**src/rtl/bcod_pkg.sv**
```systemverilog
/*
  Shared constants and types for the opcode decoder: opcode fields,
  operand forms, operation classes and machine-cycle clock counts.
  Assumes one 40 MHz clock and an asynchronous active-low reset.
*/
package bcod_pkg;

  localparam int CLK_PERIOD_NS = 25;

  // Clocks per machine cycle in each mode
  localparam logic [5:0] CLKS_PER_MC_SLOW = 6'h0C;
  localparam logic [5:0] CLKS_PER_MC_FAST = 6'h06;

  // Machine cycles per instruction class
  localparam logic [2:0] MC_ONE = 3'h1;
  localparam logic [2:0] MC_TWO = 3'h2;
  localparam logic [2:0] MC_FOUR = 3'h4;

  // Opcode field positions
  localparam int REG_SEL_LSB = 0;
  localparam int PTR_SEL_BIT = 0;
  localparam int DIRECT_SPECIAL_BIT = 7;

  // Low-nibble codes of the arithmetic and logic rows
  localparam logic [3:0] LN_DIR_ACC = 4'h2;
  localparam logic [3:0] LN_DIR_IMM = 4'h3;
  localparam logic [3:0] LN_IMM = 4'h4;
  localparam logic [3:0] LN_DIR = 4'h5;

  // Row bases (high nibble)
  localparam logic [3:0] ROW_INC = 4'h0;
  localparam logic [3:0] ROW_DEC = 4'h1;
  localparam logic [3:0] ROW_ADD = 4'h2;
  localparam logic [3:0] ROW_ADDC = 4'h3;
  localparam logic [3:0] ROW_ORL = 4'h4;
  localparam logic [3:0] ROW_ANL = 4'h5;
  localparam logic [3:0] ROW_XRL = 4'h6;
  localparam logic [3:0] ROW_SUBB = 4'h9;
  localparam logic [3:0] ROW_MOVA = 4'hE;

  // Individual opcodes
  localparam logic [7:0] OP_NOP = 8'h00;
  localparam logic [7:0] OP_RR = 8'h03;
  localparam logic [7:0] OP_RRC = 8'h13;
  localparam logic [7:0] OP_RL = 8'h23;
  localparam logic [7:0] OP_RLC = 8'h33;
  localparam logic [7:0] OP_DIV = 8'h84;
  localparam logic [7:0] OP_INC_DPW = 8'hA3;
  localparam logic [7:0] OP_MUL = 8'hA4;
  localparam logic [7:0] OP_SWAP = 8'hC4;
  localparam logic [7:0] OP_DA = 8'hD4;
  localparam logic [7:0] OP_CLR = 8'hE4;
  localparam logic [7:0] OP_CPL = 8'hF4;
  localparam logic [7:0] OP_MOV_DPW = 8'h90;
  localparam logic [7:0] OP_LJMP = 8'h02;
  localparam logic [7:0] OP_LCALL = 8'h12;
  localparam logic [7:0] OP_SJMP = 8'h80;
  localparam logic [4:0] OP_PAGE_LOW = 5'h01;
  localparam logic [3:0] OP_BIT_LOW = 4'h2;

  // Operand forms
  typedef enum logic [3:0] {
    BCOD_FORM_NONE = 4'h0,
    BCOD_FORM_REG = 4'h1,
    BCOD_FORM_IND = 4'h2,
    BCOD_FORM_DIR = 4'h3,
    BCOD_FORM_IMM = 4'h4,
    BCOD_FORM_DIR_IMM = 4'h5,
    BCOD_FORM_WORD = 4'h6,
    BCOD_FORM_LONG = 4'h7,
    BCOD_FORM_PAGE = 4'h8,
    BCOD_FORM_REL = 4'h9,
    BCOD_FORM_BIT = 4'hA,
    BCOD_FORM_ACC = 4'hB
  } bcod_form_e;

  // Operation classes
  typedef enum logic [4:0] {
    BCOD_OP_NOP = 5'h00,
    BCOD_OP_ADD = 5'h01,
    BCOD_OP_ADDC = 5'h02,
    BCOD_OP_SUBB = 5'h03,
    BCOD_OP_ORL = 5'h04,
    BCOD_OP_ANL = 5'h05,
    BCOD_OP_XRL = 5'h06,
    BCOD_OP_INC = 5'h07,
    BCOD_OP_DEC = 5'h08,
    BCOD_OP_INC_DPW = 5'h09,
    BCOD_OP_MUL = 5'h0A,
    BCOD_OP_DIV = 5'h0B,
    BCOD_OP_DA = 5'h0C,
    BCOD_OP_CLR = 5'h0D,
    BCOD_OP_CPL = 5'h0E,
    BCOD_OP_RL = 5'h0F,
    BCOD_OP_RLC = 5'h10,
    BCOD_OP_RR = 5'h11,
    BCOD_OP_RRC = 5'h12,
    BCOD_OP_SWAP = 5'h13,
    BCOD_OP_MOV_A = 5'h14,
    BCOD_OP_JUMP = 5'h15,
    BCOD_OP_OTHER = 5'h1F
  } bcod_op_e;

  // Fetch/execute states, one-hot
  typedef enum logic [3:0] {
    BCOD_ST_OPCODE = 4'b0001,
    BCOD_ST_OPERAND = 4'b0010,
    BCOD_ST_EXEC = 4'b0100,
    BCOD_ST_DONE = 4'b1000
  } bcod_state_e;

endpackage

```
**src/rtl/bcod_decoder.sv**
```systemverilog
/*
  Opcode decoder with operand fetch and machine-cycle timing.
  Assumes program memory answers a fetch request with valid data one
  clock later; the mode strap is a pin and is synchronised here.
*/
// Function
// RQ1: Fetch 8-bit opcode, decode operation and length
// RQ2: Instructions are one, two or three bytes
// RQ3: Low three bits select banked working register
// RQ4: Direct address below 128 RAM, else special register
// RQ5: Opcode bit zero picks indirect pointer register
// RQ6: Immediate byte follows the opcode
// RQ7: Immediate word in the two following bytes
// RQ8: Long target is a full 16-bit address
// RQ9: Page target stays in next instruction's page
// RQ10: Relative offset signed, added to next address
// RQ11: Bit operand in RAM or special register space
// RQ12: Add rows 2x, 3x, 9x by low nibble
// RQ13: Logic rows 4x, 5x, 6x by low nibble
// RQ14: Increment, decrement, pointer increment, accumulator loads
// RQ15: Single-byte accumulator operations decoded exactly
// RQ16: Slow mode clocks 12, 24 or 48
// RQ17: Fast mode takes half the slow count
// RQ18: Machine cycle twelve clocks at 1, six at 0
// RQ19: One fetch request and PC step per operand
`timescale 1ns/1ps
module bcod_decoder (
  // Clock and reset
  input wire logic i_mclk,
  input wire logic i_resetn,
  // Mode strap pin: 1 slow, 0 fast
  input wire logic i_fast_cycle_select,
  // Program memory
  input wire logic [7:0] i_pmem_data,
  output logic o_pmem_req,
  output logic [15:0] o_pmem_addr,
  // Decoded instruction
  output logic o_instr_valid,
  output logic [7:0] o_opcode,
  output logic [4:0] o_op_class,
  output logic [3:0] o_form,
  output logic [1:0] o_length,
  output logic [2:0] o_reg_sel,
  output logic o_ptr_sel,
  output logic o_direct_is_special,
  output logic [7:0] o_operand1,
  output logic [7:0] o_operand2,
  output logic [15:0] o_target,
  output logic [5:0] o_clocks,
  output logic o_busy
);

  typedef struct packed {
    bcod_pkg::bcod_op_e op;
    bcod_pkg::bcod_form_e form;
    logic [1:0] len;
    logic [2:0] mcs;
  } bcod_dec_s;

  // Decoding table used by both the fetch control and the latch
  function automatic bcod_dec_s bcod_decode(input logic [7:0] opc);
    bcod_dec_s d;
    logic [3:0] hi;
    logic [3:0] lo;
    d = '{op: bcod_pkg::BCOD_OP_OTHER, form: bcod_pkg::BCOD_FORM_NONE, len: 2'h1, mcs: bcod_pkg::MC_ONE};
    hi = opc[7:4];
    lo = opc[3:0];
    case (hi)
      bcod_pkg::ROW_ADD: d.op = bcod_pkg::BCOD_OP_ADD; // RQ12
      bcod_pkg::ROW_ADDC: d.op = bcod_pkg::BCOD_OP_ADDC;
      bcod_pkg::ROW_SUBB: d.op = bcod_pkg::BCOD_OP_SUBB;
      bcod_pkg::ROW_ORL: d.op = bcod_pkg::BCOD_OP_ORL; // RQ13
      bcod_pkg::ROW_ANL: d.op = bcod_pkg::BCOD_OP_ANL;
      bcod_pkg::ROW_XRL: d.op = bcod_pkg::BCOD_OP_XRL;
      bcod_pkg::ROW_INC: d.op = bcod_pkg::BCOD_OP_INC; // RQ14
      bcod_pkg::ROW_DEC: d.op = bcod_pkg::BCOD_OP_DEC;
      bcod_pkg::ROW_MOVA: d.op = bcod_pkg::BCOD_OP_MOV_A;
      default: d.op = bcod_pkg::BCOD_OP_OTHER;
    endcase
    if (d.op != bcod_pkg::BCOD_OP_OTHER) begin
      if (lo[3]) begin
        d.form = bcod_pkg::BCOD_FORM_REG; // RQ3
      end else if (lo[3:1] == 3'h3) begin
        d.form = bcod_pkg::BCOD_FORM_IND; // RQ5
      end else if (lo == bcod_pkg::LN_DIR) begin
        d.form = bcod_pkg::BCOD_FORM_DIR; // RQ4
        d.len = 2'h2;
      end else if (lo == bcod_pkg::LN_IMM && hi != bcod_pkg::ROW_INC && hi != bcod_pkg::ROW_DEC
                   && hi != bcod_pkg::ROW_MOVA) begin
        d.form = bcod_pkg::BCOD_FORM_IMM; // RQ6
        d.len = 2'h2;
      end else if (lo == bcod_pkg::LN_IMM && (hi == bcod_pkg::ROW_INC || hi == bcod_pkg::ROW_DEC)) begin
        d.form = bcod_pkg::BCOD_FORM_ACC;
      end else if (lo == bcod_pkg::LN_DIR_ACC && hi >= bcod_pkg::ROW_ORL && hi <= bcod_pkg::ROW_XRL) begin
        d.form = bcod_pkg::BCOD_FORM_DIR;
        d.len = 2'h2;
      end else if (lo == bcod_pkg::LN_DIR_IMM && hi >= bcod_pkg::ROW_ORL && hi <= bcod_pkg::ROW_XRL) begin
        d.form = bcod_pkg::BCOD_FORM_DIR_IMM; // RQ2
        d.len = 2'h3;
        d.mcs = bcod_pkg::MC_TWO; // RQ16
      end else begin
        d.op = bcod_pkg::BCOD_OP_OTHER;
      end
    end
    // Single-byte, word-load and jump opcodes override the row table
    case (opc)
      bcod_pkg::OP_NOP: d = '{op: bcod_pkg::BCOD_OP_NOP, form: bcod_pkg::BCOD_FORM_NONE,
                              len: 2'h1, mcs: bcod_pkg::MC_ONE}; // RQ15
      bcod_pkg::OP_RL: d = '{op: bcod_pkg::BCOD_OP_RL, form: bcod_pkg::BCOD_FORM_ACC, len: 2'h1, mcs: bcod_pkg::MC_ONE};
      bcod_pkg::OP_RLC: d = '{op: bcod_pkg::BCOD_OP_RLC, form: bcod_pkg::BCOD_FORM_ACC, len: 2'h1, mcs: bcod_pkg::MC_ONE};
      bcod_pkg::OP_RR: d = '{op: bcod_pkg::BCOD_OP_RR, form: bcod_pkg::BCOD_FORM_ACC, len: 2'h1, mcs: bcod_pkg::MC_ONE};
      bcod_pkg::OP_RRC: d = '{op: bcod_pkg::BCOD_OP_RRC, form: bcod_pkg::BCOD_FORM_ACC, len: 2'h1, mcs: bcod_pkg::MC_ONE};
      bcod_pkg::OP_SWAP: d = '{op: bcod_pkg::BCOD_OP_SWAP, form: bcod_pkg::BCOD_FORM_ACC, len: 2'h1, mcs: bcod_pkg::MC_ONE};
      bcod_pkg::OP_CLR: d = '{op: bcod_pkg::BCOD_OP_CLR, form: bcod_pkg::BCOD_FORM_ACC, len: 2'h1, mcs: bcod_pkg::MC_ONE};
      bcod_pkg::OP_CPL: d = '{op: bcod_pkg::BCOD_OP_CPL, form: bcod_pkg::BCOD_FORM_ACC, len: 2'h1, mcs: bcod_pkg::MC_ONE};
      bcod_pkg::OP_DA: d = '{op: bcod_pkg::BCOD_OP_DA, form: bcod_pkg::BCOD_FORM_ACC, len: 2'h1, mcs: bcod_pkg::MC_ONE};
      bcod_pkg::OP_MUL: d = '{op: bcod_pkg::BCOD_OP_MUL, form: bcod_pkg::BCOD_FORM_ACC, len: 2'h1, mcs: bcod_pkg::MC_FOUR};
      bcod_pkg::OP_DIV: d = '{op: bcod_pkg::BCOD_OP_DIV, form: bcod_pkg::BCOD_FORM_ACC, len: 2'h1, mcs: bcod_pkg::MC_FOUR};
      bcod_pkg::OP_INC_DPW: d = '{op: bcod_pkg::BCOD_OP_INC_DPW, form: bcod_pkg::BCOD_FORM_NONE,
                                  len: 2'h1, mcs: bcod_pkg::MC_TWO}; // RQ14
      bcod_pkg::OP_MOV_DPW: d = '{op: bcod_pkg::BCOD_OP_OTHER, form: bcod_pkg::BCOD_FORM_WORD,
                                  len: 2'h3, mcs: bcod_pkg::MC_TWO}; // RQ7
      bcod_pkg::OP_LJMP, bcod_pkg::OP_LCALL: d = '{op: bcod_pkg::BCOD_OP_JUMP, form: bcod_pkg::BCOD_FORM_LONG,
                                                   len: 2'h3, mcs: bcod_pkg::MC_TWO}; // RQ8
      bcod_pkg::OP_SJMP: d = '{op: bcod_pkg::BCOD_OP_JUMP, form: bcod_pkg::BCOD_FORM_REL,
                               len: 2'h2, mcs: bcod_pkg::MC_TWO}; // RQ10
      default: begin
        if (opc[4:0] == bcod_pkg::OP_PAGE_LOW) begin
          d = '{op: bcod_pkg::BCOD_OP_JUMP, form: bcod_pkg::BCOD_FORM_PAGE, len: 2'h2, mcs: bcod_pkg::MC_TWO}; // RQ9
        end
      end
    endcase
    // Bit-clear/set/complement carry a bit address
    if (opc[3:0] == bcod_pkg::OP_BIT_LOW && opc[7:4] >= 4'hB && opc[7:4] <= 4'hD) begin
      d = '{op: bcod_pkg::BCOD_OP_OTHER, form: bcod_pkg::BCOD_FORM_BIT, len: 2'h2, mcs: bcod_pkg::MC_ONE}; // RQ11
    end
    return d;
  endfunction

  bcod_pkg::bcod_state_e state;
  bcod_dec_s dec;
  logic fast_meta;
  logic fast_sync;
  logic mc_tick;
  logic restart;
  logic [1:0] bytes_left;
  logic [2:0] mc_left;
  logic [15:0] pc;
  logic [15:0] next_pc;
  logic data_valid;

  assign dec = bcod_decode(i_pmem_data);
  assign next_pc = pc + 16'h0001;
  assign restart = (state == bcod_pkg::BCOD_ST_DONE);

  // Strap crosses in from a pin
  always_ff @(posedge i_mclk or negedge i_resetn) begin
    if (!i_resetn) begin
      fast_meta <= 1'b1;
      fast_sync <= 1'b1;
    end else begin
      fast_meta <= i_fast_cycle_select;
      fast_sync <= fast_meta;
    end
  end

  bcod_mc_timer u_mc_timer (
    .i_mclk(i_mclk),
    .i_resetn(i_resetn),
    .i_fast(!fast_sync), // RQ18
    .i_restart(restart),
    .o_mc_tick(mc_tick)
  );

  // Fetch request is registered; data is valid the clock after
  always_ff @(posedge i_mclk or negedge i_resetn) begin
    if (!i_resetn) begin
      data_valid <= 1'b0;
    end else begin
      data_valid <= o_pmem_req;
    end
  end

  // Sequencer, program counter and fetch requests
  always_ff @(posedge i_mclk or negedge i_resetn) begin
    if (!i_resetn) begin
      state <= bcod_pkg::BCOD_ST_OPCODE;
      pc <= 16'h0000;
      o_pmem_req <= 1'b0;
      o_pmem_addr <= 16'h0000;
      bytes_left <= 2'h0;
      mc_left <= 3'h0;
    end else begin
      o_pmem_req <= 1'b0;
      case (state)
        bcod_pkg::BCOD_ST_OPCODE: begin
          if (!o_pmem_req && !data_valid) begin
            o_pmem_req <= 1'b1; // RQ1
            o_pmem_addr <= pc;
            pc <= next_pc;
          end else if (data_valid) begin
            bytes_left <= dec.len - 2'h1;
            mc_left <= dec.mcs;
            if (dec.len != 2'h1) begin
              o_pmem_req <= 1'b1; // RQ19
              o_pmem_addr <= pc;
              pc <= next_pc;
              state <= bcod_pkg::BCOD_ST_OPERAND;
            end else begin
              state <= bcod_pkg::BCOD_ST_EXEC;
            end
          end
        end
        bcod_pkg::BCOD_ST_OPERAND: begin
          if (data_valid) begin
            bytes_left <= bytes_left - 2'h1;
            if (bytes_left == 2'h1) begin
              state <= bcod_pkg::BCOD_ST_EXEC;
            end else begin
              o_pmem_req <= 1'b1; // RQ19
              o_pmem_addr <= pc;
              pc <= next_pc;
            end
          end
        end
        bcod_pkg::BCOD_ST_EXEC: begin
          if (mc_tick) begin
            mc_left <= mc_left - 3'h1;
            if (mc_left == 3'h1) begin
              state <= bcod_pkg::BCOD_ST_DONE; // RQ16
            end
          end
        end
        bcod_pkg::BCOD_ST_DONE: begin
          state <= bcod_pkg::BCOD_ST_OPCODE;
        end
        default: state <= bcod_pkg::BCOD_ST_OPCODE;
      endcase
    end
  end

  // Latched decode of the opcode byte
  always_ff @(posedge i_mclk or negedge i_resetn) begin
    if (!i_resetn) begin
      o_opcode <= 8'h00;
      o_op_class <= 5'h00;
      o_form <= 4'h0;
      o_length <= 2'h0;
      o_reg_sel <= 3'h0;
      o_ptr_sel <= 1'b0;
      o_clocks <= 6'h00;
    end else if (state == bcod_pkg::BCOD_ST_OPCODE && data_valid) begin
      o_opcode <= i_pmem_data;
      o_op_class <= dec.op;
      o_form <= dec.form;
      o_length <= dec.len; // RQ2
      o_reg_sel <= i_pmem_data[bcod_pkg::REG_SEL_LSB +: 3]; // RQ3
      o_ptr_sel <= i_pmem_data[bcod_pkg::PTR_SEL_BIT]; // RQ5
      // Fast mode halves the slow count
      o_clocks <= 6'((fast_sync ? bcod_pkg::CLKS_PER_MC_SLOW : bcod_pkg::CLKS_PER_MC_FAST) * dec.mcs); // RQ17
    end
  end

  // Operand bytes and resolved targets
  always_ff @(posedge i_mclk or negedge i_resetn) begin
    if (!i_resetn) begin
      o_operand1 <= 8'h00;
      o_operand2 <= 8'h00;
      o_target <= 16'h0000;
      o_direct_is_special <= 1'b0;
    end else if (state == bcod_pkg::BCOD_ST_OPERAND && data_valid) begin
      if (bytes_left == o_length - 2'h1) begin
        o_operand1 <= i_pmem_data; // RQ6
        o_direct_is_special <= i_pmem_data[bcod_pkg::DIRECT_SPECIAL_BIT]; // RQ4
        // pc already points at the next instruction's first byte here for two-byte forms; for three-byte forms it points at the second operand byte
        if (o_form == bcod_pkg::BCOD_FORM_PAGE) begin
          o_target <= {pc[15:11], o_opcode[7:5], i_pmem_data}; // RQ9
        end else if (o_form == bcod_pkg::BCOD_FORM_REL) begin
          o_target <= pc + {{8{i_pmem_data[7]}}, i_pmem_data}; // RQ10
        end
      end else begin
        o_operand2 <= i_pmem_data;
        if (o_form == bcod_pkg::BCOD_FORM_LONG || o_form == bcod_pkg::BCOD_FORM_WORD) begin
          o_target <= {o_operand1, i_pmem_data}; // RQ8
        end
      end
    end
  end

  // Status outputs
  always_ff @(posedge i_mclk or negedge i_resetn) begin
    if (!i_resetn) begin
      o_instr_valid <= 1'b0;
      o_busy <= 1'b0;
    end else begin
      o_instr_valid <= (state == bcod_pkg::BCOD_ST_DONE);
      o_busy <= (state == bcod_pkg::BCOD_ST_EXEC);
    end
  end
endmodule

```
**src/rtl/bcod_mc_timer.sv**
```systemverilog
/*
  Machine-cycle enable divider: a one-cycle pulse every 12 or 6 clocks.
  Assumes the mode input is steady; a change moves the wrap limit at once.
*/
`timescale 1ns/1ps
module bcod_mc_timer (
  // Clock and reset
  input wire logic i_mclk,
  input wire logic i_resetn,
  // Control
  input wire logic i_fast,
  input wire logic i_restart,
  // Enable
  output logic o_mc_tick
);

  logic [5:0] count;
  logic [5:0] limit;

  assign limit = i_fast ? bcod_pkg::CLKS_PER_MC_FAST : bcod_pkg::CLKS_PER_MC_SLOW;

  always_ff @(posedge i_mclk or negedge i_resetn) begin
    if (!i_resetn) begin
      count <= 6'h00;
      o_mc_tick <= 1'b0;
    end else if (i_restart) begin
      count <= 6'h01;
      o_mc_tick <= 1'b0;
    end else if (count >= limit - 6'h01) begin // RQ18
      count <= 6'h00;
      o_mc_tick <= 1'b1;
    end else begin
      count <= count + 6'h01;
      o_mc_tick <= 1'b0;
    end
  end

endmodule

```
**config.mk**
```make
export PLATFORM = sky130hd
export DESIGN_NAME = bcod_decoder
export DESIGN_NICKNAME = d
export VERILOG_FILES = /design/src/rtl/bcod_pkg.sv /design/src/rtl/bcod_decoder.sv /design/src/rtl/bcod_mc_timer.sv
export SDC_FILE = /design/constraint.sdc
export NUM_CORES = 1
export LEC_CHECK = 0
export ABC_AREA = 1
export BUFFER_PORTS_ARGS = -buffer_cell sky130_fd_sc_hd__buf_4
export CORE_ASPECT_RATIO = 0.5
export CORE_MARGIN = 2
export CORE_UTILIZATION = 60
export CTS_BUF_LIST = sky130_fd_sc_hd__clkbuf_4
export DETAILED_ROUTE_END_ITERATION = 10
export HOLD_SLACK_MARGIN = 0.08
export PLACE_DENSITY_LB_ADDON = 0.15
export SYNTH_ARGS = -nofsm -noshare
export SYNTH_HDL_FRONTEND = slang
export SYNTH_SLANG_ARGS = --single-unit
```
**constraint.sdc**
```tcl
create_clock -name i_mclk -period 3.1 [get_ports i_mclk]
set_clock_uncertainty 0.1 [all_clocks]
set_input_delay 0.31 -clock i_mclk [delete_from_list [all_inputs] [get_ports i_mclk]]
set_output_delay 0.31 -clock i_mclk [all_outputs]
set_load 0.02 [all_outputs]
```
; After elaboration in Yosys (flattened, before gate mapping)
; Memory sizes are Yosys's and may differ from the RTL's.
; Index checks and enable logic that the tools add are counted.
[word_totals]
ff_bits = 116
latchBits = 0
mem_bits_rw = 0
romBits = 80
inputBits = 11
mem_count = 1
[mem_list]
columns = name, words, width, rd, rd_clocked_by_memory_dff, write_ports, line
row1 = (name not given), 16, 5, 1, 0, 0, bcod_decoder.sv:68  ; case (hi)
[classes]
add_sub_neg = 8
multipliers = 1
div = 0
magnitude_cmp = 5
n_eq_ne = 47
shift = 0
mux = 74
bitwise_logic = 1
n_reduce_logical = 31
[ops]
columns = op, count
row1 = $mux 16, 14
row2 = $pmux 14 s15, 1
row3 = $eq 8x8->1 const B, 9
row4 = $pmux 16 s2, 2
row5 = $mux 9, 7
row6 = $mux 5, 10
row7 = $mux 14, 3
row8 = $mux 4, 10
row9 = $mux 6, 5
row10 = $mux 3, 7
row11 = $eq 4x3->1 const B, 5
row12 = $add 16x1->16 const B, 1
row13 = $add 16x16->16, 1
row14 = $eq 8x2->1 const B, 2
row15 = $eq 8x5->1 const B, 2
row16 = $eq 8x6->1 const B, 2
row17 = $logic_and 1x1->1, 13
row18 = $eq 4x2->1 const B, 3
row19 = $eq 4x4->1 const B, 3
row20 = $ne 2x2->1 const B, 6
row21 = $pmux 4 s3, 1
row22 = $eq 4x1->1 const B, 2
row23 = $logic_not 8->1, 1
row24 = $mux 8, 1
row25 = other kinds (38), 56

; Depth between registers and ports, before layout
; Gate-level depths: netlist of the first run.
[logic_depth]
word_depth = 26
depth_mapped = 21
ltp_nobuf = 19

; By module
; A second synthesis of the first run with hierarchy kept.
[unflattened]
cells_unflattened = 922
area_unflattened_um2 = 6951.7
[by_module_without_submodules]
columns = mod, n_inst, cells_per_inst, area_each_um2, seq_area_each_um2
row1 = bcod_decoder, 1, 880, 6565.0, 2581.2
row2 = bcod_mc_timer, 1, 42, 386.6, 175.2

; Worst setup path before layout of the first run
; OpenSTA, ideal clock, no wires.
[synth_timing]
path_kind = input to register
startpoint = input i_pmem_data[4]
endpoint = register o_clocks[5]
setup_ps = 136
arrival_time_ps = 3060
required_time_ps = 2864
slack_ps = -196
path_stages = 16
cell_sequence = inv_1 > ha_1 > nor2_1 > nor2_1 > o21ai_2 > nand3_2 > nor2_2 > nand3_1 > nand2_2 > inv_1 > fa_1 > ha_1 > fa_1 > xnor2_1 > xor2_1 > o21ai_0
[synth_via]
elab_chain_cells = 22
elab_cells_between_ends = 59
classes_between = 1 x mul / 4 x order compare / 20 x eq/ne / 18 x mux / 15 x reduce/logical / 1 x memory
[synth_rtl]
columns = element, line
row1 = from (decl), bcod_decoder.sv:34  ; input wire logic [7:0] i_pmem_data,
row2 = $ge 4x3->1, "bcod_decoder.sv:94, bcod_decoder.sv:97"
row3 = $logic_and 1x1->1 (2 in a row), bcod_decoder.sv:97  ; end else if (lo == bcod_pkg::LN_DIR_IMM && hi >= bcod_pkg::ROW_ORL && hi <= bcod_pkg::ROW_XRL) begin
row4 = $mux 8, bcod_decoder.sv:97
row5 = $mux 9, bcod_decoder.sv:94  ; end else if (lo == bcod_pkg::LN_DIR_ACC && hi >= bcod_pkg::ROW_ORL && hi <= bcod_pkg::ROW_XRL) begin
row6 = $mux 9, bcod_decoder.sv:92  ; end else if (lo == bcod_pkg::LN_IMM && (hi == bcod_pkg::ROW_INC || hi == bcod_pkg::ROW_DEC)) begin
row7 = $mux 9, bcod_decoder.sv:88  ; end else if (lo == bcod_pkg::LN_IMM && hi != bcod_pkg::ROW_INC && hi != bcod_pkg::ROW_DEC
row8 = $mux 9, bcod_decoder.sv:85  ; end else if (lo == bcod_pkg::LN_DIR) begin
row9 = $mux 9, bcod_decoder.sv:83  ; end else if (lo[3:1] == 3'h3) begin
row10 = [5 not listed], -
row11 = $mux 3, bcod_decoder.sv:85
row12 = $mux 5, bcod_decoder.sv:83
row13 = $mux 5, bcod_decoder.sv:81  ; if (lo[3]) begin
row14 = $mux 14, bcod_decoder.sv:80  ; if (d.op != bcod_pkg::BCOD_OP_OTHER) begin
row15 = $mux 14, bcod_decoder.sv:128  ; if (opc[4:0] == bcod_pkg::OP_PAGE_LOW) begin
row16 = $pmux 14 s15, bcod_decoder.sv:106  ; case (opc)
row17 = $mux 14 (*), bcod_decoder.sv:134  ; if (opc[3:0] == bcod_pkg::OP_BIT_LOW && opc[7:4] >= 4'hB && opc[7:4] <= 4'hD) begin
row18 = $mul 4x3->6 (*), bcod_decoder.sv:260  ; o_clocks <= 6'((fast_sync ? bcod_pkg::CLKS_PER_MC_SLOW : bcod_pkg::CLKS_PER_MC_FAST) * dec.mcs);
row19 = to (signal assigned), bcod_decoder.sv:260
row20 = to (decl), bcod_decoder.sv:49  ; output logic [5:0] o_clocks,
; Every way passes the cells marked *; elsewhere a longest branch is shown, timed or not. The select of a mux whose other input is x is not followed.
; A chain may end at the register's enable or synchronous reset.

; Worst setup path after layout of the first run
; Ends and elaborated chain as after synthesis.

==> run_summary.xml, run 1 <==
<?xml version="1.0" encoding="UTF-8"?>
<metrics>
  <group name="die">
    <metric name="initial_core_util" unit="">0.6136</metric>
    <metric name="num_io_pins" unit="">92</metric>
    <metric name="placement_rows" unit="">27</metric>
    <metric name="chipWidth" unit="µm">153.9</metric>
    <metric name="die-area" unit="µm²">12140</metric>
    <metric name="die-height" unit="µm">78.93</metric>
    <metric name="placeable_core_region" unit="µm²">10980</metric>
  </group>
  <group name="sta">
    <metric name="worst_slew_margin_rel" unit="">0.5335</metric>
    <metric name="finalSetupTns" unit="ps">0</metric>
    <metric name="post-route-worst-setup-slack" unit="ps">150.8</metric>
    <metric name="timing.final.crit_period" unit="ps">2949</metric>
    <metric name="fmax" unit="GHz">0.3391</metric>
    <metric name="worstMarginPinSlew" unit="ps">699.7</metric>
    <metric name="report.final.hold_viol_count" unit="">0</metric>
    <metric name="final_clock_period_utilization_by_the_worst_path" unit="">0.9513</metric>
    <metric name="timing_max_transition_violations_final" unit="">0</metric>
    <metric name="finalSetupViolCount" unit="">0</metric>
  </group>
  <group name="logic_synthesis">
    <metric name="synth_largest_area_cell" unit="">sky130_fd_sc_hd__dfrtp_1</metric>
    <metric name="synth_area" unit="µm²">6736</metric>
    <metric name="post_synth_inst_count" unit="">908</metric>
    <metric name="syn_area_per_cell" unit="µm²">7.419</metric>
    <metric name="yosys.area.top_type_share" unit="">0.3975</metric>
    <metric name="synth_top_family_by_area" unit="">simple AND/OR/NAND/NOR gates</metric>
    <metric name="yosys_register_bits" unit="">110</metric>
    <metric name="ys.flop_type" unit="">sky130_fd_sc_hd__dfrtp_1</metric>
    <metric name="async_reset_ff_frac" unit="">1.000</metric>
    <metric name="post_synthesis_share_of_cell_area_spent_on_and_or_nand_and_nor_gates" unit="">0.2873</metric>
    <metric name="synth.top_cells.by_area" unit="">sky130_fd_sc_hd__dfrtp_1 (40%), sky130_fd_sc_hd__nand2_1 (13%), sky130_fd_sc_hd__nor2_1 (6.0%)</metric>
    <metric name="synth.yosys.warnings" unit="">0</metric>
    <metric name="yosys.area_share.xor_xnor" unit="">0.03380</metric>
    <metric name="synth_fa_ha_area_frac" unit="">0.06835</metric>
    <metric name="synth.distinct_cells" unit="">42</metric>
    <metric name="area_fraction_in_compound_gates_after_synthesis" unit="">0.1185</metric>
    <metric name="synth-edff-count" unit="">0</metric>
    <metric name="portion_of_netlist_area_occupied_by_mux_cells" unit="">0</metric>
    <metric name="ys_seq_area_frac" unit="">0.4092</metric>
  </group>
  <group name="detailed_routing">
    <metric name="post-route-drc-count" unit="">0</metric>
    <metric name="ant_nets" unit="">0</metric>
    <metric name="viasPerCell" unit="">5.465</metric>
    <metric name="drt-initial-drc-count" unit="">561</metric>
    <metric name="detail_route.wirelength" unit="µm">19010</metric>
    <metric name="detailed_router_iteration_count_before_antenna_repair" unit="">8</metric>
    <metric name="detailroute.via_count" unit="">6563</metric>
    <metric name="post_drt_wl_per_cell" unit="µm">15.83</metric>
  </group>
  <group name="critical_path">
    <metric name="cp_slowest_cell" unit="">sky130_fd_sc_hd__fa_1</metric>
    <metric name="critPathMaxStageDelay" unit="ps">480</metric>
    <metric name="crit_arrival" unit="ps">3230</metric>
    <metric name="critPathMaxFanout" unit="">4</metric>
    <metric name="worst-setup-path-type" unit="">input pin to flop</metric>
    <metric name="cp_data_required_time" unit="ps">3380</metric>
    <metric name="critical_path_capture_point_type" unit="">flop</metric>
    <metric name="timing.critical_path.from_type" unit="">input pin</metric>
    <metric name="r2r-end" unit="">o_clocks[5]</metric>
    <metric name="crit_chain" unit="">buf_4 -&gt; clkinvlp_4 -&gt; ha_2 -&gt; nor2_4 -&gt; nor2_1 -&gt; o21ai_2 -&gt; nand3_2 -&gt; nor2_4 -&gt; nand3_4 -&gt; nand2_2 -&gt; inv_2 -&gt; fa_1 -&gt; ha_2 -&gt; fa_2 -&gt; xnor2_2 -&gt; xor2_1 -&gt; o21ai_0</metric>
    <metric name="worst_reg2reg_path_length_in_cells" unit="">8</metric>
    <metric name="worst-r2r-setup-slack" unit="ps">510</metric>
    <metric name="rr_startpoint" unit="">fast_sync</metric>
  </group>
  <group name="worst_hold_path">
    <metric name="timing.hold.worst_endpoint" unit="">o_target[1]</metric>
    <metric name="holdCritStartpoint" unit="">i_pmem_data[1]</metric>
    <metric name="hold_path_class" unit="">input pin to flop</metric>
    <metric name="timing.hold.worst_path_depth" unit="">3</metric>
  </group>
  <group name="placed_design">
    <metric name="routabilityCongestion" unit="">0.9706</metric>
    <metric name="place_worst_setup_slack" unit="ps">-346.3</metric>
    <metric name="buffer_ports.inserted" unit="">90</metric>
    <metric name="placedCellCount" unit="">1179</metric>
    <metric name="hpwl" unit="µm">14880</metric>
  </group>
  <group name="clocking">
    <metric name="tritoncts" unit="">done</metric>
    <metric name="max-clock-path-buffers" unit="">2</metric>
    <metric name="cts-buffers-inserted" unit="">9</metric>
    <metric name="cts.reportedPaths.clkPinSlew" unit="ps">170</metric>
    <metric name="clkSinkCount" unit="">110</metric>
    <metric name="worstSkewPairLatency" unit="ps">490</metric>
    <metric name="cts-root-buf" unit="">sky130_fd_sc_hd__clkbuf_4</metric>
    <metric name="htree_depth" unit="">3</metric>
  </group>
  <group name="final_layout">
    <metric name="area.sequential" unit="µm²">2756</metric>
    <metric name="finish.net_count" unit="">1098</metric>
    <metric name="final-instance-count-excl-fill" unit="">1201</metric>
    <metric name="multi_input_comb_area" unit="µm²">3515</metric>
    <metric name="n_fill_cell" unit="">876</metric>
    <metric name="drive_above_1_share" unit="">0.2074</metric>
    <metric name="insertedDiodeCount" unit="">0</metric>
    <metric name="area_delta_synth_final" unit="%">21.58</metric>
  </group>
  <group name="grt">
    <metric name="grt_overflow_total" unit="">0</metric>
    <metric name="grt_use_total" unit="">0.3207</metric>
    <metric name="number_of_antenna_violations_at_the_first_check_in_global_routing" unit="">0</metric>
    <metric name="global_route_wire_length_before_repair" unit="µm">30420</metric>
    <metric name="grt_start_max_net_pins" unit="">53</metric>
    <metric name="first_global_vias" unit="">6172</metric>
  </group>
  <group name="power">
    <metric name="vdd_ir_drop_max" unit="mV">0.6049</metric>
    <metric name="powerDensity" unit="nW/µm²">803.6</metric>
    <metric name="total_power" unit="µW">6581</metric>
    <metric name="static-leakage-power" unit="µW">0.004260</metric>
  </group>
  <group name="flow_run">
    <metric name="cap_viol_max_count" unit="">0</metric>
  </group>
  <group name="outcome">
    <metric name="status" unit="">finished, final reports clean</metric>
  </group>
</metrics>
## flip-flops by register name, summed over array words and instances (netlist names), 5 cells and up
register and flops:
o_pmem_addr 16, u_mc_timer.count 6, o_operand1 7, pc 16
o_clocks 5, o_operand2 8, o_op_class 5, o_opcode 8
o_target 16
## cell type report
class	instances	area share
clock buffers	9	0.008249
multi-input cells	667	0.4291
clock inverters	6	0.005805
repair buffers	157	0.1482
flip-flops and latches	110	0.3365
inverters	107	0.04995
well taps	145	0.02215
## routing by layer
layer | vias to the layer above | part of all wire | track usage
met2 | 220 | 0.48 | 0.5509
met5 | - | 0 | 0
met3 | 31 | 0.051 | 0.05240
li1 | 3213 | - | -
met1 | 3099 | 0.45 | 0.4261
met4 | 0 | 0.017 | 0.09439
## critical path: cells and delay by family
family	cells	cell delay, ps
AND/OR/NAND/NOR	6	690
adder cells (fa/ha/maj)	4	1350
AO/OA/AOI/OAI	2	240
XOR/XNOR	2	350
buffers and inverters	3	300
## placed cells by master (no fill, tap or decap), types with 7 or more instances in the layout
master / instances
sky130_fd_sc_hd__dfrtp_1: 107
sky130_fd_sc_hd__nand4_1: 9
sky130_fd_sc_hd__xor2_1: 21
sky130_fd_sc_hd__nor2_1: 106
sky130_fd_sc_hd__buf_4: 151
sky130_fd_sc_hd__inv_2: 12
sky130_fd_sc_hd__nand3_1: 58
sky130_fd_sc_hd__nand2_2: 9
sky130_fd_sc_hd__o21ai_0: 64
sky130_fd_sc_hd__nor3_1: 13
sky130_fd_sc_hd__o21ai_1: 19
sky130_fd_sc_hd__a21oi_1: 39
sky130_fd_sc_hd__o211ai_1: 8
sky130_fd_sc_hd__nand2_1: 237
sky130_fd_sc_hd__clkbuf_4: 9
sky130_fd_sc_hd__inv_1: 93
sky130_fd_sc_hd__nor2_2: 7
sky130_fd_sc_hd__ha_1: 28
## metrics by stage
| step | util | cell area, µm² | hold WS (ps) |
|---|---|---|---|
| floorplan | - | 6798 | -85.59 |
| global placement | 0.7266 | 7978 | 258.2 |
| detailed placement | 0.7266 | 7978 | 257.2 |
| CTS | 0.7407 | 8133 | 112.7 |
| global route | 0.7460 | 8190 | 131.8 |
| finish | 0.7460 | 8190 | 139.2 |
## cell families (layout without fill, tap and decap cells)
group / Yosys count / count (layout)
XOR/XNOR: 26 / 26
adder cells (fa/ha/maj): 35 / 35
AO/OA/AOI/OAI: 147 / 147
AND/OR/NAND/NOR: 457 / 457
other: 1 / 2
flip-flops: 110 / 110
buffers and inverters: 132 / 279
## power by group
part	internal, µW	leakage (µW)	switching, µW
Clock	168	0.0000580	504
Sequential	1940	0.00131	417
Combinational	1350	0.00290	2200
## Yosys cell counts, types with 2 or more instances
master                      number
sky130_fd_sc_hd__buf_2           5
sky130_fd_sc_hd__inv_2          10
sky130_fd_sc_hd__buf_6           2
sky130_fd_sc_hd__nand2_1       239
sky130_fd_sc_hd__fa_1            3
sky130_fd_sc_hd__o21ai_0        64
sky130_fd_sc_hd__nor2_1        107
sky130_fd_sc_hd__o21a_1          3
sky130_fd_sc_hd__buf_4          10
sky130_fd_sc_hd__nor2_4          2
sky130_fd_sc_hd__o211ai_1        8
sky130_fd_sc_hd__dfstp_2         3
sky130_fd_sc_hd__a21oi_1        39
sky130_fd_sc_hd__nand3_2         4
sky130_fd_sc_hd__xor2_1         21
sky130_fd_sc_hd__nand2_2         7
sky130_fd_sc_hd__o21ai_1        19
sky130_fd_sc_hd__a31oi_1         5
sky130_fd_sc_hd__nor3_1         13
sky130_fd_sc_hd__clkbuf_1        8
sky130_fd_sc_hd__nor2_2          8
sky130_fd_sc_hd__xnor2_1         5
sky130_fd_sc_hd__nand3_1        59
sky130_fd_sc_hd__dfrtp_1       107
sky130_fd_sc_hd__nand4_1         9
sky130_fd_sc_hd__a2bb2oi_1       3
sky130_fd_sc_hd__ha_1           32
sky130_fd_sc_hd__nor4_1          3
sky130_fd_sc_hd__inv_1          97
## how the worst max path moves through the flow
stage	startpoint	cells past startpoint	endpoint
after global placement	i_pmem_data[5]	18	o_clocks[5]
final	i_pmem_data[4]	17	o_clocks[5]
after CTS	i_pmem_data[2]	16	o_clocks[5]
after floorplan	i_pmem_data[5]	20	o_clocks[5]
after global routing	i_pmem_data[4]	19	o_clocks[5]
after detailed placement	i_pmem_data[5]	18	o_clocks[5]
## timing repair
item / 4_1_cts / 5_1_grt
hold endpoints to repair: 52 / 1
setup endpoints to repair: 0 / 3
hold buffers: 4 / 1
gates resized for setup: 0 / 6
buffers inserted: 0 / 4
(Power assumes the default switching activity.)
==> run 2, diff against run 1 <==
Settings changed: CORE_ASPECT_RATIO 0.5 to 0.8, CTS_CLUSTER_DIAMETER set to 60, PLACE_DENSITY_LB_ADDON 0.15 to 0.2.
==> run_summary.xml, run 2 (synthesized netlist as in run 1, its figures left out) <==
<?xml version="1.0" encoding="UTF-8"?>
<metrics>
  <group name="detailed_routing">
    <metric name="detail_route.wirelength" unit="µm">18440</metric>
    <metric name="drt-initial-drc-count" unit="">415</metric>
    <metric name="ant_nets" unit="">0</metric>
    <metric name="detailroute.via_count" unit="">6622</metric>
    <metric name="viasPerCell" unit="">5.491</metric>
    <metric name="post_drt_wl_per_cell" unit="µm">15.29</metric>
    <metric name="detailed_router_iteration_count_before_antenna_repair" unit="">5</metric>
    <metric name="post-route-drc-count" unit="">0</metric>
  </group>
  <group name="clocking">
    <metric name="tritoncts" unit="">done</metric>
    <metric name="clkSinkCount" unit="">110</metric>
    <metric name="cts.reportedPaths.clkPinSlew" unit="ps">160</metric>
    <metric name="cts-root-buf" unit="">sky130_fd_sc_hd__clkbuf_4</metric>
    <metric name="htree_depth" unit="">3</metric>
    <metric name="worstSkewPairLatency" unit="ps">480</metric>
    <metric name="cts-buffers-inserted" unit="">9</metric>
    <metric name="max-clock-path-buffers" unit="">2</metric>
  </group>
  <group name="placed_design">
    <metric name="routabilityCongestion" unit="">0.9636</metric>
    <metric name="dpl-instance-area" unit="µm²">8021</metric>
    <metric name="place_worst_setup_slack" unit="ps">-275.3</metric>
    <metric name="hpwl" unit="µm">14320</metric>
    <metric name="buffer_ports.inserted" unit="">90</metric>
  </group>
  <group name="critical_path">
    <metric name="worst-r2r-setup-slack" unit="ps">580</metric>
    <metric name="critical_path_capture_point_type" unit="">flop</metric>
    <metric name="r2r-end" unit="">o_target[8]</metric>
    <metric name="rr_startpoint" unit="">pc[0]</metric>
    <metric name="worst_reg2reg_path_length_in_cells" unit="">14</metric>
    <metric name="worst-setup-path-type" unit="">input pin to flop</metric>
    <metric name="crit_arrival" unit="ps">3160</metric>
    <metric name="critPathMaxFanout" unit="">4</metric>
    <metric name="cp_data_required_time" unit="ps">3370</metric>
    <metric name="timing.critical_path.from_type" unit="">input pin</metric>
  </group>
  <group name="final_layout">
    <metric name="post-route-cell-area" unit="µm²">8214</metric>
    <metric name="most-common-layout-cells" unit="">sky130_fd_sc_hd__nand2_1 (239), sky130_fd_sc_hd__buf_4 (156), sky130_fd_sc_hd__dfrtp_1 (107)</metric>
    <metric name="multi_input_comb_area" unit="µm²">3486</metric>
    <metric name="drive_above_1_share" unit="">0.2100</metric>
    <metric name="final_common_cell" unit="">sky130_fd_sc_hd__nand2_1</metric>
    <metric name="area_delta_synth_final" unit="%">21.94</metric>
    <metric name="area.sequential" unit="µm²">2756</metric>
    <metric name="largestRegisters" unit="">o_pmem_addr x16, o_target x16, pc x16</metric>
    <metric name="insertedDiodeCount" unit="">0</metric>
    <metric name="n_fill_cell" unit="">893</metric>
    <metric name="finish.net_count" unit="">1103</metric>
  </group>
  <group name="die">
    <metric name="num_io_pins" unit="">92</metric>
    <metric name="initial_core_util" unit="">0.6186</metric>
    <metric name="die-height" unit="µm">98.78</metric>
    <metric name="placeable_core_region" unit="µm²">10890</metric>
    <metric name="placement_rows" unit="">34</metric>
    <metric name="die-area" unit="µm²">12100</metric>
    <metric name="chipWidth" unit="µm">122.5</metric>
  </group>
  <group name="worst_hold_path">
    <metric name="timing.hold.worst_path_depth" unit="">4</metric>
    <metric name="holdCritStartpoint" unit="">i_pmem_data[3]</metric>
    <metric name="hold_path_class" unit="">input pin to flop</metric>
    <metric name="timing.hold.worst_endpoint" unit="">o_operand1[3]</metric>
  </group>
  <group name="power">
    <metric name="total_power" unit="µW">6628</metric>
    <metric name="static-leakage-power" unit="µW">0.004298</metric>
    <metric name="powerDensity" unit="nW/µm²">806.9</metric>
    <metric name="vdd_ir_drop_max" unit="mV">0.6183</metric>
  </group>
  <group name="sta">
    <metric name="timing.final.crit_period" unit="ps">2892</metric>
    <metric name="report.final.hold_viol_count" unit="">0</metric>
    <metric name="timing_max_transition_violations_final" unit="">0</metric>
    <metric name="fin_worst_hold_slack" unit="ps">127.0</metric>
    <metric name="worstMarginPinSlew" unit="ps">662.9</metric>
    <metric name="finalSetupViolCount" unit="">0</metric>
    <metric name="post-route-worst-setup-slack" unit="ps">208.2</metric>
    <metric name="final_clock_period_utilization_by_the_worst_path" unit="">0.9328</metric>
    <metric name="worst_slew_margin_rel" unit="">0.5581</metric>
    <metric name="fmax" unit="GHz">0.3458</metric>
  </group>
  <group name="outcome">
    <metric name="status" unit="">finished, final reports clean</metric>
  </group>
  <group name="grt">
    <metric name="number_of_antenna_violations_at_the_first_check_in_global_routing" unit="">0</metric>
    <metric name="global_route_wire_length_before_repair" unit="µm">30410</metric>
    <metric name="grt_start_max_net_pins" unit="">60</metric>
    <metric name="grt_use_total" unit="">0.3199</metric>
    <metric name="grt_overflow_total" unit="">0</metric>
    <metric name="first_global_vias" unit="">6297</metric>
  </group>
  <group name="flow_run">
    <metric name="cap_viol_max_count" unit="">0</metric>
  </group>
</metrics>
## run 2: cell types whose count changed in the layout (fill, tap and decap cells not counted), moves of 2 or more
| cell | before | now |
|---|---|---|
| sky130_fd_sc_hd__nand2_2 | 9 | 7 |
| sky130_fd_sc_hd__nand2_1 | 237 | 239 |
| sky130_fd_sc_hd__buf_4 | 151 | 156 |
| sky130_fd_sc_hd__clkinvlp_4 | 4 | 2 |
## run 2: timing repair
action                                  in CTS  in global routing
resized for setup                            0                  1
endpoints found under the setup margin       0                  2
hold buffers                                 3                  0
endpoints found under the hold margin       52                  0
setup buffers                                0                  3
## run 2: critical path: stages
cell and delay, ps:
sky130_fd_sc_hd__buf_4 120, sky130_fd_sc_hd__clkinvlp_4 160, sky130_fd_sc_hd__ha_4 220, sky130_fd_sc_hd__inv_2 60, sky130_fd_sc_hd__nand2_1 60, sky130_fd_sc_hd__nand2_1 100
sky130_fd_sc_hd__nor2_1 80, sky130_fd_sc_hd__nor2_2 140, sky130_fd_sc_hd__nand3_2 130, sky130_fd_sc_hd__nor2_4 110, sky130_fd_sc_hd__buf_4 130, sky130_fd_sc_hd__inv_2 30
sky130_fd_sc_hd__nand2_1 70, sky130_fd_sc_hd__nand2_2 70, sky130_fd_sc_hd__inv_2 60, sky130_fd_sc_hd__fa_1 380, sky130_fd_sc_hd__ha_2 200, sky130_fd_sc_hd__fa_2 330
sky130_fd_sc_hd__xnor2_1 170, sky130_fd_sc_hd__xor2_1 150, sky130_fd_sc_hd__o21ai_0 80
## run 2: how the worst max path moves through the flow
| stage | startpoint | endpoint | slack [ps] |
|---|---|---|---|
| after floorplan | i_pmem_data[5] | o_clocks[5] | 6 |
| after global placement | i_pmem_data[4] | o_clocks[5] | -210 |
| after detailed placement | i_pmem_data[5] | o_clocks[5] | -280 |
| after CTS | i_pmem_data[5] | o_clocks[5] | 250 |
| after global routing | i_pmem_data[5] | o_clocks[5] | -0.3 |
| final | i_pmem_data[5] | o_clocks[5] | 210 |
## run 2: metrics by stage
stage               setup TNS, ps    util  instances
CTS                             0  0.7505       1203
finish                          0  0.7543       1206
global placement            -1094  0.7366       1184
global route              -0.2995  0.7543       1206
floorplan                       0       -        909
detailed placement          -3126  0.7366       1184
## run 2: report_power, final
part,switching (µW),leakage (µW),internal (µW)
clock,490,0.0000703,182
sequential,431,0.00131,1940
combinational,2190,0.00292,1400
total,3110,0.00430,3520
## run 2: routing by layer
layer / routed length, µm / track usage / share of wire
met5: 0 / 0 / 0
met1: 8553 / 0.4655 / 0.46
met4: 378 / 0.09461 / 0.020
met3: 1433 / 0.06539 / 0.078
met2: 8076 / 0.4855 / 0.44
## run 2: cell type report
cell class | count | area share
clock buffers | 10 | 0.009139
clock inverters | 6 | 0.005636
inverters | 107 | 0.04981
multi-input cells | 667 | 0.4244
flip-flops and latches | 110 | 0.3356
well taps | 144 | 0.02193
repair buffers | 162 | 0.1535
==> run 3, diff against run 2 <==
Settings changed: PLACE_DENSITY_LB_ADDON 0.2 to 0.12.
==> run_summary.xml, run 3 (synthesized netlist as in run 1, its figures left out) <==
<?xml version="1.0" encoding="UTF-8"?>
<metrics>
  <group name="detailed_routing">
    <metric name="viasPerCell" unit="">5.440</metric>
    <metric name="detailroute.via_count" unit="">6583</metric>
    <metric name="ant_nets" unit="">0</metric>
    <metric name="drt-initial-drc-count" unit="">468</metric>
    <metric name="detailed_router_iteration_count_before_antenna_repair" unit="">7</metric>
    <metric name="detail_route.wirelength" unit="µm">17870</metric>
    <metric name="post-route-drc-count" unit="">0</metric>
    <metric name="post_drt_wl_per_cell" unit="µm">14.77</metric>
  </group>
  <group name="critical_path">
    <metric name="critPathMaxFanout" unit="">5</metric>
    <metric name="crit_chain" unit="">buf_4 -&gt; clkinvlp_4 -&gt; ha_4 -&gt; inv_2 -&gt; nand2_1 -&gt; nand2_1 -&gt; nor2_1 -&gt; nor2_1 -&gt; nand2_1 -&gt; nor2_4 -&gt; nand3_2 -&gt; a31oi_1 -&gt; fa_1 -&gt; ha_2 -&gt; fa_2 -&gt; xnor2_1 -&gt; xor2_1 -&gt; o21ai_0</metric>
    <metric name="cp_slowest_cell" unit="">sky130_fd_sc_hd__fa_1</metric>
    <metric name="critical_path.most_common_cell" unit="">sky130_fd_sc_hd__nand2_1</metric>
    <metric name="timing.critical_path.from_type" unit="">input pin</metric>
    <metric name="critical_path_capture_point_type" unit="">flop</metric>
    <metric name="cp-endpoint" unit="">o_clocks[5]</metric>
    <metric name="worst_reg2reg_path_length_in_cells" unit="">15</metric>
    <metric name="critPathMaxStageDelay" unit="ps">450</metric>
    <metric name="worst-r2r-setup-slack" unit="ps">440</metric>
    <metric name="startpoint" unit="">i_pmem_data[5]</metric>
    <metric name="crit_buf_inv" unit="">3</metric>
    <metric name="crit_arrival" unit="ps">3210</metric>
    <metric name="critical_path_cell_count" unit="">18</metric>
    <metric name="cp_data_required_time" unit="ps">3380</metric>
    <metric name="crit_family" unit="">adder cells</metric>
    <metric name="worst-setup-path-type" unit="">input pin to flop</metric>
    <metric name="r2r-end" unit="">o_target[10]</metric>
    <metric name="rr_startpoint" unit="">o_length[1]</metric>
  </group>
  <group name="final_layout">
    <metric name="final-instance-count-excl-fill" unit="">1210</metric>
    <metric name="insertedDiodeCount" unit="">0</metric>
    <metric name="most-common-layout-cells" unit="">sky130_fd_sc_hd__nand2_1 (239), sky130_fd_sc_hd__buf_4 (160), sky130_fd_sc_hd__dfrtp_1 (107)</metric>
    <metric name="finish.net_count" unit="">1107</metric>
    <metric name="area_delta_synth_final" unit="%">22.70</metric>
    <metric name="drive_above_1_share" unit="">0.2120</metric>
    <metric name="core_occupancy_in_the_finished_layout" unit="">0.7590</metric>
    <metric name="n_fill_cell" unit="">887</metric>
    <metric name="largestRegisters" unit="">o_pmem_addr x16, o_target x16, pc x16</metric>
    <metric name="final_common_cell" unit="">sky130_fd_sc_hd__nand2_1</metric>
  </group>
  <group name="sta">
    <metric name="grt_setup_unrepaired" unit="">false</metric>
    <metric name="fmax" unit="GHz">0.3411</metric>
    <metric name="report.final.hold_viol_count" unit="">0</metric>
    <metric name="finalSetupTns" unit="ps">0</metric>
    <metric name="timing_max_transition_violations_final" unit="">0</metric>
    <metric name="worst_slew_margin_rel" unit="">0.6031</metric>
    <metric name="fin_worst_hold_slack" unit="ps">135.7</metric>
    <metric name="finalSetupViolCount" unit="">0</metric>
    <metric name="post-route-worst-setup-slack" unit="ps">168.1</metric>
    <metric name="final_clock_period_utilization_by_the_worst_path" unit="">0.9458</metric>
    <metric name="timing.final.crit_period" unit="ps">2932</metric>
    <metric name="worstMarginPinSlew" unit="ps">595.3</metric>
  </group>
  <group name="grt">
    <metric name="grt_overflow_total" unit="">0</metric>
    <metric name="met2_usage" unit="">0.4577</metric>
    <metric name="grt_start_max_net_pins" unit="">46</metric>
    <metric name="number_of_antenna_violations_at_the_first_check_in_global_routing" unit="">0</metric>
    <metric name="grt_use_total" unit="">0.3102</metric>
    <metric name="global_route_wire_length_before_repair" unit="µm">29530</metric>
    <metric name="met1_track_utilization_from_global_routing" unit="">0.4841</metric>
    <metric name="grt-busiest-layer" unit="">met1</metric>
    <metric name="first_global_vias" unit="">5994</metric>
    <metric name="gr-usage-met3" unit="">0.04051</metric>
  </group>
  <group name="power">
    <metric name="vdd_ir_drop_max" unit="mV">0.6922</metric>
    <metric name="switching_share_of_power" unit="">0.4639</metric>
    <metric name="static-leakage-power" unit="µW">0.004327</metric>
    <metric name="cellInternalPower" unit="µW">3572</metric>
    <metric name="powerDensity" unit="nW/µm²">806.1</metric>
    <metric name="pwr-share-seq" unit="">0.355</metric>
    <metric name="power.clock.fraction" unit="">0.113</metric>
    <metric name="switchingPower" unit="µW">3091</metric>
    <metric name="share_comb_of_total_power" unit="">0.532</metric>
  </group>
  <group name="clocking">
    <metric name="post-cts-setup-buffer-count" unit="">0</metric>
    <metric name="worstSkewPairLatency" unit="ps">490</metric>
    <metric name="htree_depth" unit="">3</metric>
    <metric name="cts-root-buf" unit="">sky130_fd_sc_hd__clkbuf_4</metric>
    <metric name="cts.reportedPaths.clkPinSlew" unit="ps">190</metric>
    <metric name="clkSinkCount" unit="">110</metric>
    <metric name="cts_hold_buffers" unit="">3</metric>
    <metric name="cts-buffers-inserted" unit="">9</metric>
    <metric name="max-clock-path-buffers" unit="">2</metric>
    <metric name="postCtsResizedCells" unit="">0</metric>
    <metric name="tritoncts" unit="">done</metric>
  </group>
  <group name="placed_design">
    <metric name="placedCellCount" unit="">1191</metric>
    <metric name="routabilityCongestion" unit="">0.9859</metric>
    <metric name="place_worst_setup_slack" unit="ps">-329.0</metric>
    <metric name="hpwl" unit="µm">14040</metric>
    <metric name="buffer_ports.inserted" unit="">90</metric>
  </group>
  <group name="die">
    <metric name="placement_rows" unit="">34</metric>
    <metric name="initial_core_util" unit="">0.6186</metric>
    <metric name="die-height" unit="µm">98.78</metric>
    <metric name="chipWidth" unit="µm">122.5</metric>
    <metric name="die-area" unit="µm²">12100</metric>
    <metric name="placeable_core_region" unit="µm²">10890</metric>
    <metric name="num_io_pins" unit="">92</metric>
  </group>
  <group name="flow_run">
    <metric name="cap_viol_max_count" unit="">0</metric>
  </group>
  <group name="outcome">
    <metric name="status" unit="">finished, final reports clean</metric>
  </group>
  <group name="worst_hold_path">
    <metric name="holdCritStartpoint" unit="">i_pmem_data[3]</metric>
    <metric name="hold_path_class" unit="">input pin to flop</metric>
    <metric name="timing.hold.worst_path_depth" unit="">4</metric>
  </group>
</metrics>
run 3: final cells by class:
cell class | count | area, µm² | share of cell area
multi-input combinational | 667 | 3480 | 0.4210
sequential | 110 | 2756 | 0.3335
timing repair buffer | 166 | 1291 | 0.1562
inverter | 107 | 409.1 | 0.04950
tap | 144 | 180.2 | 0.02180
clock inverter | 7 | 81.33 | 0.009840
clock buffer | 9 | 67.56 | 0.008174
run 3: per-layer routing:
layer | routed length (µm) | part of all wire
met1 | 8600 | 0.48
met4 | 272 | 0.015
met2 | 7670 | 0.43
met3 | 1323 | 0.074
met5 | 0 | 0
run 3: worst reg2reg max path, delay by kind of cell, from the launching register on:
kind,cells,cell delay (ps)
compound gates,1,190
buf+inv,5,900
flops,1,470
simple gates,9,930
run 3: worst min path at each step:
| stage | endpoint | slack, ps |
|---|---|---|
| CTS | o_operand1[3] | 130 |
| global placement | o_target[14] | 250 |
| detailed placement | o_target[14] | 250 |
| finish | o_operand1[3] | 140 |
| global route | o_operand1[3] | 150 |
| floorplan | bytes_left[0] | -90 |
run 3: stage by stage:
step	total power (µW)	cell area, µm²
floorplan	4541	6798
detailed placement	5901	8087
finish	6662	8265
global placement	5811	8087
global route	7182	8265
CTS	6666	8265
run 3: power by group through the flow:
stage | clock network (µW) | registers [µW] | logic [µW]
2_1_floorplan | 0 | 2750 | 1790
3_3_place_gp | 0 | 2380 | 3430
3_5_place_dp | 0 | 2380 | 3520
4_1_cts | 773 | 2360 | 3540
5_1_grt | 823 | 2420 | 3940
6_report | 755 | 2360 | 3540
